File: src/hw/iesu_pkg.sv
// Package for the upper interrupt enable and status block.
// Assumes a 32-bit APB register bus and a single 125 MHz system clock.
package iesu_pkg;

	// Register byte offsets, one aligned word each.
	localparam logic [7:0]  ENA_MID_OFS   = 8'h00;
	localparam logic [7:0]  ENA_HIGH_OFS  = 8'h04;
	localparam logic [7:0]  STAT_MID_OFS  = 8'h08;
	localparam logic [7:0]  STAT_HIGH_OFS = 8'h0C;
	localparam logic [7:0]  EVT_STAT_OFS  = 8'h10;
	localparam logic [7:0]  EVT_MASK_OFS  = 8'h14;
	localparam logic [7:0]  WINNER_OFS    = 8'h18;

	// Reset values of the masks: every source starts enabled at its gate, every event starts masked.
	localparam logic [15:0] ENA_RST       = 16'hFFFF;
	localparam logic [31:0] EVT_MASK_RST  = 32'h0000_0000;

	// Number of the lowest source handled here.
	localparam int          SRC_BASE      = 16;

	// Winner report layout: valid flag then the source number.
	localparam int          WIN_VALID_POS = 8;

	// Both groups of sixteen source lines, high above mid.
	typedef struct packed {
		logic [15:0] high;
		logic [15:0] mid;
	} iesu_src_type;

endpackage

File: src/hw/iesu_sync.sv
// Three-stage synchroniser with agreement filter for one group of lines.
// Assumes asynchronous input lines and the system clock domain.
`timescale 1ns/100ps
module iesu_sync #(
	parameter int WIDTH = 16
) (
	input  wire logic             i_sys_clk,
	input  wire logic             i_rst_n,
	input  wire logic [WIDTH-1:0] i_async,
	output logic      [WIDTH-1:0] o_sync
);

	logic [WIDTH-1:0] s1_q;    // First stage, read only by the second.
	logic [WIDTH-1:0] s2_q;    // Second stage.
	logic [WIDTH-1:0] s3_q;    // Third stage.
	logic [WIDTH-1:0] out_q;   // Filtered level.
	logic [WIDTH-1:0] out_d;   // Next filtered level.

	// A change counts only once the second and third stages agree.
	always_comb begin
		out_d = out_q;
		for (int i = 0; i < WIDTH; i++) begin
			if (s2_q[i] == s3_q[i]) begin
				out_d[i] = s3_q[i];
			end
		end
	end

	// Register the chain and the filtered level.
	always_ff @(posedge i_sys_clk or negedge i_rst_n) begin
		if (!i_rst_n) begin
			s1_q  <= '0;
			s2_q  <= '0;
			s3_q  <= '0;
			out_q <= '0;
		end else begin
			s1_q  <= i_async;
			s2_q  <= s1_q;
			s3_q  <= s2_q;
			out_q <= out_d;
		end
	end

	assign o_sync = out_q;

endmodule

File: src/hw/iesu_top.sv
// Enable masks, pending status and priority pick for sources 16 to 47.
// Assumes APB from the processor side and raw request lines from peripherals.
//
// Contract
// - Readable writable 16-bit gate mask, sources 32-47.
// - High gate mask resets to all ones.
// - High gate bit n gates source 32+n.
// - Mid gate bit n gates source 16+n.
// - Zero blocks the request, one passes it.
// - Read-only 16-bit status word per group.
// - Status shows raw requests, ignoring gates.
// - High status bits 15..0 are sources 47..32.
// - Mid status bits 15..0 are sources 31..16.
// - Status bit one while its source requests.
// - Highest enabled pending source wins, 47 first.
// - Mid gate mask resets to all ones.
`timescale 1ns/100ps
module iesu_top (
	input  wire logic                  i_sys_clk,
	input  wire logic                  i_rst_n,
	input  wire logic                  i_psel,
	input  wire logic                  i_penable,
	input  wire logic                  i_pwrite,
	input  wire logic [7:0]            i_paddr,
	input  wire logic [31:0]           i_pwdata,
	input  wire logic [3:0]            i_pstrb,
	output logic      [31:0]           o_prdata,
	output logic                       o_pready,
	output logic                       o_pslverr,
	input  wire iesu_pkg::iesu_src_type i_src_req,
	output iesu_pkg::iesu_src_type     o_src_fwd,
	output logic                       o_cpu_req,
	output logic      [5:0]            o_win_num,
	output logic                       o_irq
);

	logic [15:0]                 ena_mid_q;     // Mid group gate mask.
	logic [15:0]                 ena_mid_d;
	logic [15:0]                 ena_high_q;    // High group gate mask.
	logic [15:0]                 ena_high_d;
	logic [31:0]                 evt_stat_q;    // Sticky rising-request events.
	logic [31:0]                 evt_stat_d;
	logic [31:0]                 evt_mask_q;    // Event interrupt mask.
	logic [31:0]                 evt_mask_d;
	logic [31:0]                 prdata_q;      // Registered read data.
	logic [31:0]                 prdata_d;
	logic                        slverr_d;      // Error answer, valid in the access cycle.
	iesu_pkg::iesu_src_type      req_s;         // Synchronised raw requests.
	logic [31:0]                 req_prev_q;    // Last cycle's requests for edges.
	logic [31:0]                 req_rise;      // New requests this cycle.
	logic [31:0]                 gated;         // Requests passing their gates.
	logic [31:0]                 fwd_q;         // Registered forwarded requests.
	logic [5:0]                  win_d;         // Winning source number.
	logic [5:0]                  win_q;
	logic                        win_vld_d;
	logic                        win_vld_q;
	logic                        irq_q;
	logic                        wr_acc;        // Write taken this cycle.
	logic                        rd_acc;        // Read taken this cycle.

	// Both groups cross from peripheral logic through the filtered chain.
	iesu_sync #(.WIDTH(16)) u_sync_mid (
		.i_sys_clk (i_sys_clk),
		.i_rst_n   (i_rst_n),
		.i_async   (i_src_req.mid),
		.o_sync    (req_s.mid)
	);

	iesu_sync #(.WIDTH(16)) u_sync_high (
		.i_sys_clk (i_sys_clk),
		.i_rst_n   (i_rst_n),
		.i_async   (i_src_req.high),
		.o_sync    (req_s.high)
	);

	// Every access completes in its first access cycle, so no wait states.
	assign o_pready = 1'b1;
	assign wr_acc   = i_psel && i_penable && i_pwrite;
	assign rd_acc   = i_psel && i_penable && !i_pwrite;

	// Gate each source by its own bit; gated bit n is source 16+n.
	assign gated    = {req_s.high & ena_high_q, req_s.mid & ena_mid_q};
	assign req_rise = {req_s.high, req_s.mid} & ~req_prev_q;

	// Register writes; writes to the status words fall through untouched.
	always_comb begin
		ena_mid_d  = ena_mid_q;
		ena_high_d = ena_high_q;
		evt_mask_d = evt_mask_q;
		if (wr_acc) begin
			case (i_paddr)
				iesu_pkg::ENA_MID_OFS: begin
					if (i_pstrb[0]) ena_mid_d[7:0] = i_pwdata[7:0];
					if (i_pstrb[1]) ena_mid_d[15:8] = i_pwdata[15:8];
				end
				iesu_pkg::ENA_HIGH_OFS: begin
					if (i_pstrb[0]) ena_high_d[7:0] = i_pwdata[7:0];
					if (i_pstrb[1]) ena_high_d[15:8] = i_pwdata[15:8];
				end
				iesu_pkg::EVT_MASK_OFS: begin
					for (int b = 0; b < 4; b++) begin
						if (i_pstrb[b]) evt_mask_d[b*8 +: 8] = i_pwdata[b*8 +: 8];
					end
				end
				default: begin
					// Status, event and winner words are read-only here.
					ena_mid_d = ena_mid_q;
				end
			endcase
		end
	end

	// Sticky events: a new request in the clearing read cycle survives.
	always_comb begin
		evt_stat_d = evt_stat_q;
		if (rd_acc && i_paddr == iesu_pkg::EVT_STAT_OFS) begin
			evt_stat_d = '0;
		end
		evt_stat_d = evt_stat_d | req_rise;
	end

	// Read mux and error answer for unmapped addresses.
	always_comb begin
		prdata_d = '0;
		slverr_d = 1'b0;
		if (rd_acc || wr_acc) begin
			case (i_paddr)
				iesu_pkg::ENA_MID_OFS:   prdata_d = {16'h0000, ena_mid_q};
				iesu_pkg::ENA_HIGH_OFS:  prdata_d = {16'h0000, ena_high_q};
				iesu_pkg::STAT_MID_OFS:  prdata_d = {16'h0000, req_s.mid};
				iesu_pkg::STAT_HIGH_OFS: prdata_d = {16'h0000, req_s.high};
				iesu_pkg::EVT_STAT_OFS:  prdata_d = evt_stat_q;
				iesu_pkg::EVT_MASK_OFS:  prdata_d = evt_mask_q;
				iesu_pkg::WINNER_OFS: begin
					prdata_d = {23'h000000, win_vld_q, 2'h0, win_q};
				end
				default: begin
					slverr_d = 1'b1;
				end
			endcase
			if (!rd_acc) begin
				prdata_d = '0;
			end
		end
	end

	// Linear priority: scan upward so the highest source is kept last.
	always_comb begin
		win_d     = 6'h00;
		win_vld_d = 1'b0;
		for (int s = 0; s < 32; s++) begin
			if (gated[s]) begin
				win_d     = 6'(s + iesu_pkg::SRC_BASE);
				win_vld_d = 1'b1;
			end
		end
	end

	// Register all state; gate masks reset to all ones, event mask to zero.
	always_ff @(posedge i_sys_clk or negedge i_rst_n) begin
		if (!i_rst_n) begin
			ena_mid_q  <= iesu_pkg::ENA_RST;
			ena_high_q <= iesu_pkg::ENA_RST;
			evt_stat_q <= '0;
			evt_mask_q <= iesu_pkg::EVT_MASK_RST;
			prdata_q   <= '0;
			req_prev_q <= '0;
			fwd_q      <= '0;
			win_q      <= 6'h00;
			win_vld_q  <= 1'b0;
			irq_q      <= 1'b0;
		end else begin
			ena_mid_q  <= ena_mid_d;
			ena_high_q <= ena_high_d;
			evt_stat_q <= evt_stat_d;
			evt_mask_q <= evt_mask_d;
			prdata_q   <= prdata_d;
			req_prev_q <= {req_s.high, req_s.mid};
			fwd_q      <= gated;
			win_q      <= win_d;
			win_vld_q  <= win_vld_d;
			irq_q      <= |(evt_stat_d & evt_mask_d);
		end
	end

	// Read data is combinational from current state so it is valid in the
	// single access cycle; the registered copy is kept for stable idle reads.
	assign o_prdata  = (rd_acc) ? prdata_d : prdata_q;
	assign o_pslverr = slverr_d;
	assign o_src_fwd = fwd_q;
	assign o_cpu_req = win_vld_q;
	assign o_win_num = win_q;
	assign o_irq     = irq_q;

endmodule

File: config.mk
export PLATFORM = sky130hd
export DESIGN_NAME = iesu_top
export DESIGN_NICKNAME = d
export VERILOG_FILES = /design/src/hw/iesu_pkg.sv /design/src/hw/iesu_sync.sv /design/src/hw/iesu_top.sv
export SDC_FILE = /design/constraint.sdc
export NUM_CORES = 1
export LEC_CHECK = 0
export ABC_AREA = 1
export BUFFER_PORTS_ARGS = -buffer_cell sky130_fd_sc_hd__buf_4
export CELL_PAD_IN_SITES_DETAIL_PLACEMENT = 1
export CELL_PAD_IN_SITES_GLOBAL_PLACEMENT = 1
export CORE_MARGIN = 2
export CORE_UTILIZATION = 44
export DETAILED_ROUTE_END_ITERATION = 16
export GPL_ROUTABILITY_DRIVEN = 0
export PLACE_DENSITY_LB_ADDON = 0.25
export SYNTH_ARGS = -nofsm -noshare
export SYNTH_HDL_FRONTEND = slang
export SYNTH_SLANG_ARGS = --single-unit
File: constraint.sdc
create_clock -name i_sys_clk -period 2.7 [get_ports i_sys_clk]
set_input_delay 0.135 -clock i_sys_clk [delete_from_list [all_inputs] [get_ports i_sys_clk]]
set_output_delay 0.135 -clock i_sys_clk [all_outputs]
set_load 0.005 [all_outputs]
# Yosys cells after proc, flatten, opt, wreduce, memory -nomap -nowiden
# Cells that the tools add are included.
totals:
  input_bits: 81
  output_inout_bits: 74
  reg_bits: 328
  elab_cells: 184
classes:
  n_eq_ne: 38
  n_mux: 77
  reduce_logical: 13
  n_bitwise: 6
ops:
  columns: ["operator", "n"]
  rows:
  - ["case mux 32 bit (7 select lines)", 1]
  - ["2-to-1 mux 32 bit", 6]
  - ["2-to-1 mux 6 bit", 31]
  - ["AND 32 bit", 2]
  - ["2-to-1 mux 1 bit", 34]
  - ["AND 16 bit", 2]
  - ["equality test 1 bit", 32]
  - ["2-to-1 mux 8 bit", 4]
  - ["inverter 32 bit", 1]
  - ["OR 32 bit", 1]
  - ["OR reduction 32 bit", 1]
  - ["equality test 8 x 5 -> 1 bit (second input constant)", 3]
  - ["equality test 8 x 4 -> 1 bit (second input constant)", 2]
  - ["AND reduction 3 bit", 4]
  - ["equality test 8 x 3 -> 1 bit (second input constant)", 1]
  - ["logical NOT 8 bit", 1]
  - ["OR reduction 7 bit", 1]
  - ["2-to-1 mux 5 bit", 1]
  - ["logical AND 1 bit", 4]
  - ["logical NOT 1 bit", 1]
  - ["logical OR 1 bit", 1]

# Longest topological paths before layout
depth:
  ltp_word: 33
  mapped_depth: 32
  depth_no_buf: 32

# By module
# From an unflattened synthesis, not the netlist that was laid out.
hier_totals:
  hier_cells: 1173
  area_unflattened_um2: 12115.4
by_module_without_submodules:
  columns: ["module", "seq_area_each_um2", "cells_per_inst", "area_per_inst_um2", "n_inst"]
  rows:
  - ["iesu_top", 5044.8, 917, 8391.8, 1]
  - ["iesu_sync", 1601.5, 128, 1861.8, 2]

# Worst setup path after synthesis
# Ideal clock, no wire load.
synth_timing:
  path_type: "input -> register"
  from: "input port i_paddr[5]"
  to: "register irq_q, in the netlist o_irq"
  stages: 12
  arrival_time_ns: 1.893
  n_path_buf: 1
  setup_slack_ns: 0.673
  setup_ns: 0.133
  required_time_ns: 2.567
  cell_sequence: "or3_4 > nor2_8 > nand2_2 > clkinv_2 > buf_6 > nand2_4 > mux2_4 > a22o_1 > a21oi_1 > nand4_1 > nor3_2 > nand3_1"
synth_via:
  word_cells_on_any_way: 9
  cone_classes: "eq/ne (2); mux (3); bitwise (2); reduce/logical (2)"
synth_rtl:
  columns: ["item", "line_no", "text"]
  rows:
  - ["from (decl)", "iesu_top.sv:24", "input wire logic [7:0] i_paddr,"]
  - ["equality test 8 x 5 -> 1 bit", "iesu_top.sv:91", "case (i_paddr)"]
  - ["2-to-1 mux 32 bit", "iesu_top.sv:91", null]
  - ["2-to-1 mux 32 bit", "iesu_top.sv:90", "if (wr_acc) begin"]
  - ["net evt_mask_d[27]", "iesu_top.sv:44", "logic [31:0] evt_mask_d;"]
  - ["AND 32 bit", "iesu_top.sv:182", "irq_q <= |(evt_stat_d & evt_mask_d);"]
  - ["OR reduction 32 bit", "iesu_top.sv:182", null]
  - ["to (signal assigned)", "iesu_top.sv:182", null]
  - ["to (decl)", "iesu_top.sv:57", "logic irq_q;"]
# The timed path passes the listed nets, and every way through them passes these cells.
# A chain may end at the register's enable or synchronous reset.

# Worst setup path after layout
layout_timing:
  from: "register ena_mid_q[2]"
  to: "register win_q[0], in the netlist o_win_num[0]"
layout_via:
  elab_chain_cells: 31
layout_rtl:
  columns: ["item", "line_no", "text"]
  rows:
  - ["from (decl)", "iesu_top.sv:37", "logic [15:0] ena_mid_q;"]
  - ["from (signal assigned)", "iesu_top.sv:162", "ena_mid_q <= iesu_pkg::ENA_RST;"]
  - ["from (signal assigned)", "iesu_top.sv:173", "ena_mid_q <= ena_mid_d;"]
  - ["AND 16 bit", "iesu_top.sv:82", "assign gated = {req_s.high & ena_high_q, req_s.mid & ena_mid_q};"]
  - ["2-to-1 mux 6 bit (30 in a row)", "iesu_top.sv:152", "if (gated[s]) begin"]
  - ["net win_d[0]", "iesu_top.sv:53", "logic [5:0] win_d;"]
  - ["to (signal assigned)", "iesu_top.sv:180", "win_q <= win_d;"]
  - ["to (decl)", "iesu_top.sv:54", "logic [5:0] win_q;"]
# The timed path passes the listed nets, and every way through them passes these cells.

==> impl_results.md <==
* PortBufs at 153
* Cell taking the most area after synthesis: dfrtp_1
* Met2 wire len at 15700 um
* Post-Syn Nets at 1147
* EDFF count, synth at 0
* Crit-path slowest cell: dfstp_2
* R2r worst-path depth at 31
* Avg WL per Cell at 19.6 um
* Initial core utilization at 0.444
* Row count at 60
* Overall Power at ~10 mW
* Antenna violations before repair at 0
* TritonCTS buffer count at 35
* Total number of vias at a little under 9000
* Total routed wirelength at 33100 um
* Pwr dens at 673 nW/um^2
* CORE AREA at 26800 sq um
* Maxcap violations at 0
* Cell area after synthesis at between 10000 and 15000 sq um
* Via-to-Cell Ratio at between 5 and 6
* M1 wire length at around 15000 um
* Sequential cell area fraction in the yosys report at 0.693
* FFs w/ async S/R, synth at 1.00
* Worst-margin pin slew at 0.683 ns
* Worst-Skew Late Latency at between 0.5 and 0.6 ns
* CP Launch Type: register
* IO Count at 155
* Overall routing resource usage at 0.238
* Final std cells w/o fill at around 1700
* Layout Area Growth over Synthesis at 29.2%
* DRC marker count from the first detailed-route iteration at between 400 and 500
* Clk root buf: clkbuf_16
* DRT Pass-1 Iters at 4
* CP peak stage delay at 0.56 ns
* Antenna fix cells at 0
* Main area contributors after synthesis: dfrtp_1, nand2_1, dfstp_2
* Leading cell type in the layout, fill and taps excluded: dfrtp_1
* LEAKAGE at slightly below 8 nW
* Worst Hold Depth at 3
* Fillers at 2829
* DRC Markers at 0
* Worst clock skew at approximately 0.014 ns
* WS Path Type: reg2reg
* Placed cell area at 13600 sq um
* CTS tree: built
* Chip Width at ~170 um
* Setup Viol. Count Final at 0
* Most used cell, CP: nand2_1
* Max transition margin at 0.533
* DP HPWL at about 23000 um
* Die Ht at approximately 170 um
* H-tree depth at 2
* Post-Syn Area per Cell at ~11 sq um
* Most frequent cells in the layout: dfrtp_1, nand2_1, buf_4
* Tcrit/Tclk final at 0.928
* Met3 Wirelength at 1500 um
* CP Data Required Time at about 3 ns
* Min Tclk post-route at between 2 and 3 ns
* Top routing layer used: met4
* TritonCTS Sinks at about 330
* Top-area cell type share of the netlist area at 0.622
* CTS Buffer Depth at 3
* Final hold vios at 0
* Share of cells above drive strength 1 at 0.225
* Ys flop type: dfrtp_1
* First-pass GRT wire length at 52200 um
* DP Worst Slack at -0.0583 ns
* Largest net degree at the start of global routing at 86
* Worst Path Max Fanout at 3
* Placed cells at between 1500 and 2000
* Fin area at between 15000 and 20000 sq um
* FF-to-FF setup slack at 0.19 ns
* Setup WS post-layout at approximately 0.19 ns
* Max-slew violations at 0
* Via count of the first global-routing pass at approximately 9400
* Antenna Nets Post-Route at 0
* Unique masters post-synth at 43
* Final nets at between 1000 and 1500
* #FFs+latches synth at 328
* Clock transition at the registers of the reported paths at roughly 0.06 ns
* HP Class: in2reg
* CP Capture Type: register
* Worst VDD drop at between 0.4 and 0.5 mV
* Status: finished, final reports clean
* Worst path arrival time at roughly 2.9 ns
* Die area at 28400 sq um
* Synth Instances at ~1100
* Fmax at 399 MHz
* Ys Warns at 0
* Setup repair after global routing missed its margin: yes
* Overflow after GRT at 0
==> worst max-delay path: cells and delay by family, from the launching register on <==
kind             cells  cell delay, ns
and+or+nand+nor     31            1.86
DFF                  1            0.56
==> registers in the layout, indices dropped and copies added (netlist names), 32 cells and up <==
signal and flops:
evt_stat_q 32, evt_mask_q 32, o_src_fwd 32, req_prev_q 32, prdata_q 32
==> metrics by stage <==
stage	TNS, ns	hold WS, ns	utilization
6_report	0	0.0253	0.574
5_1_grt	-0.0999	0.0148	0.574
4_1_cts	0	0.00191	0.573
3_5_place_dp	-0.0583	0.185	0.508
3_3_place_gp	0	0.175	0.508
2_1_floorplan	0	-0.161	-
==> worst paths after layout <==
| path | endpoint | from |
|---|---|---|
| worst max-delay path | o_win_num[0] | ena_mid_q[2] |
| worst min-delay path | ena_high_q[10] | i_pwdata[10] |
| worst max register to register | o_win_num[0] | ena_mid_q[2] |
| worst min register to register | u_sync_mid.s2_q[5] | u_sync_mid.s1_q[5] |
| max in group asynchronous | ena_high_q[11] | i_rst_n |
| min in group asynchronous | u_sync_mid.s1_q[1] | i_rst_n |
==> cells in the mapped netlist (4+ instances only) <==
master     instances
dfrtp_1          296
nand2_1          231
inv_1            138
o21ai_0           92
nor2_1            60
o22ai_1           37
dfstp_2           32
maj3_1            32
o21ai_1           21
clkbuf_1          20
mux2_2            11
a211oi_1           8
a221oi_1           8
a22o_1             8
a32o_1             7
a2111oi_0          6
nand2_2            5
nand3_1            5
o221ai_1           5
inv_2              4
nor3_1             4
o211ai_1           4
==> timing repair <==
| item | in CTS | in global routing |
|---|---|---|
| buffers inserted | 0 | 2 |
| pin swaps | 0 | 1 |
| hold buffers | 63 | 0 |
| endpoints found under the hold margin | 142 | 0 |
| setup endpoints to repair | 1 | 1 |
| gates resized for setup | 1 | 9 |
==> logic make-up after synthesis <==
| group | count (synthesis) | synth area share |
|---|---|---|
| other cells | 1 | 0.000315 |
| simple gates | 312 | 0.104 |
| flops | 328 | 0.693 |
| buf+inv | 176 | 0.0584 |
| fa+ha+maj | 32 | 0.0269 |
| mux | 13 | 0.0129 |
| compound gates | 204 | 0.105 |
==> power breakdown <==
group          internal, mW  switching (mW)
Sequential             5.11           0.139
Combinational         0.234           0.284
Clock                  2.74            1.84
==> metal layers <==
metal  up-vias  global-route usage
li1       3965                   -
met1      4397               0.334
met2       253               0.393
met3        55              0.0334
met4         0              0.0663
met5         -                   0
==> final cells by class <==
type | instances | area (sq um) | area share
clock inverters | 6 | 55.1 | 0.00358
well taps | 341 | 427 | 0.0277
inverters | 145 | 546 | 0.0354
multi-input cells | 562 | 2990 | 0.195
flip-flops and latches | 328 | 8250 | 0.536
clock buffers | 55 | 1040 | 0.0678
repair buffers | 248 | 2080 | 0.135
Power figures use the tool's default switching activity.
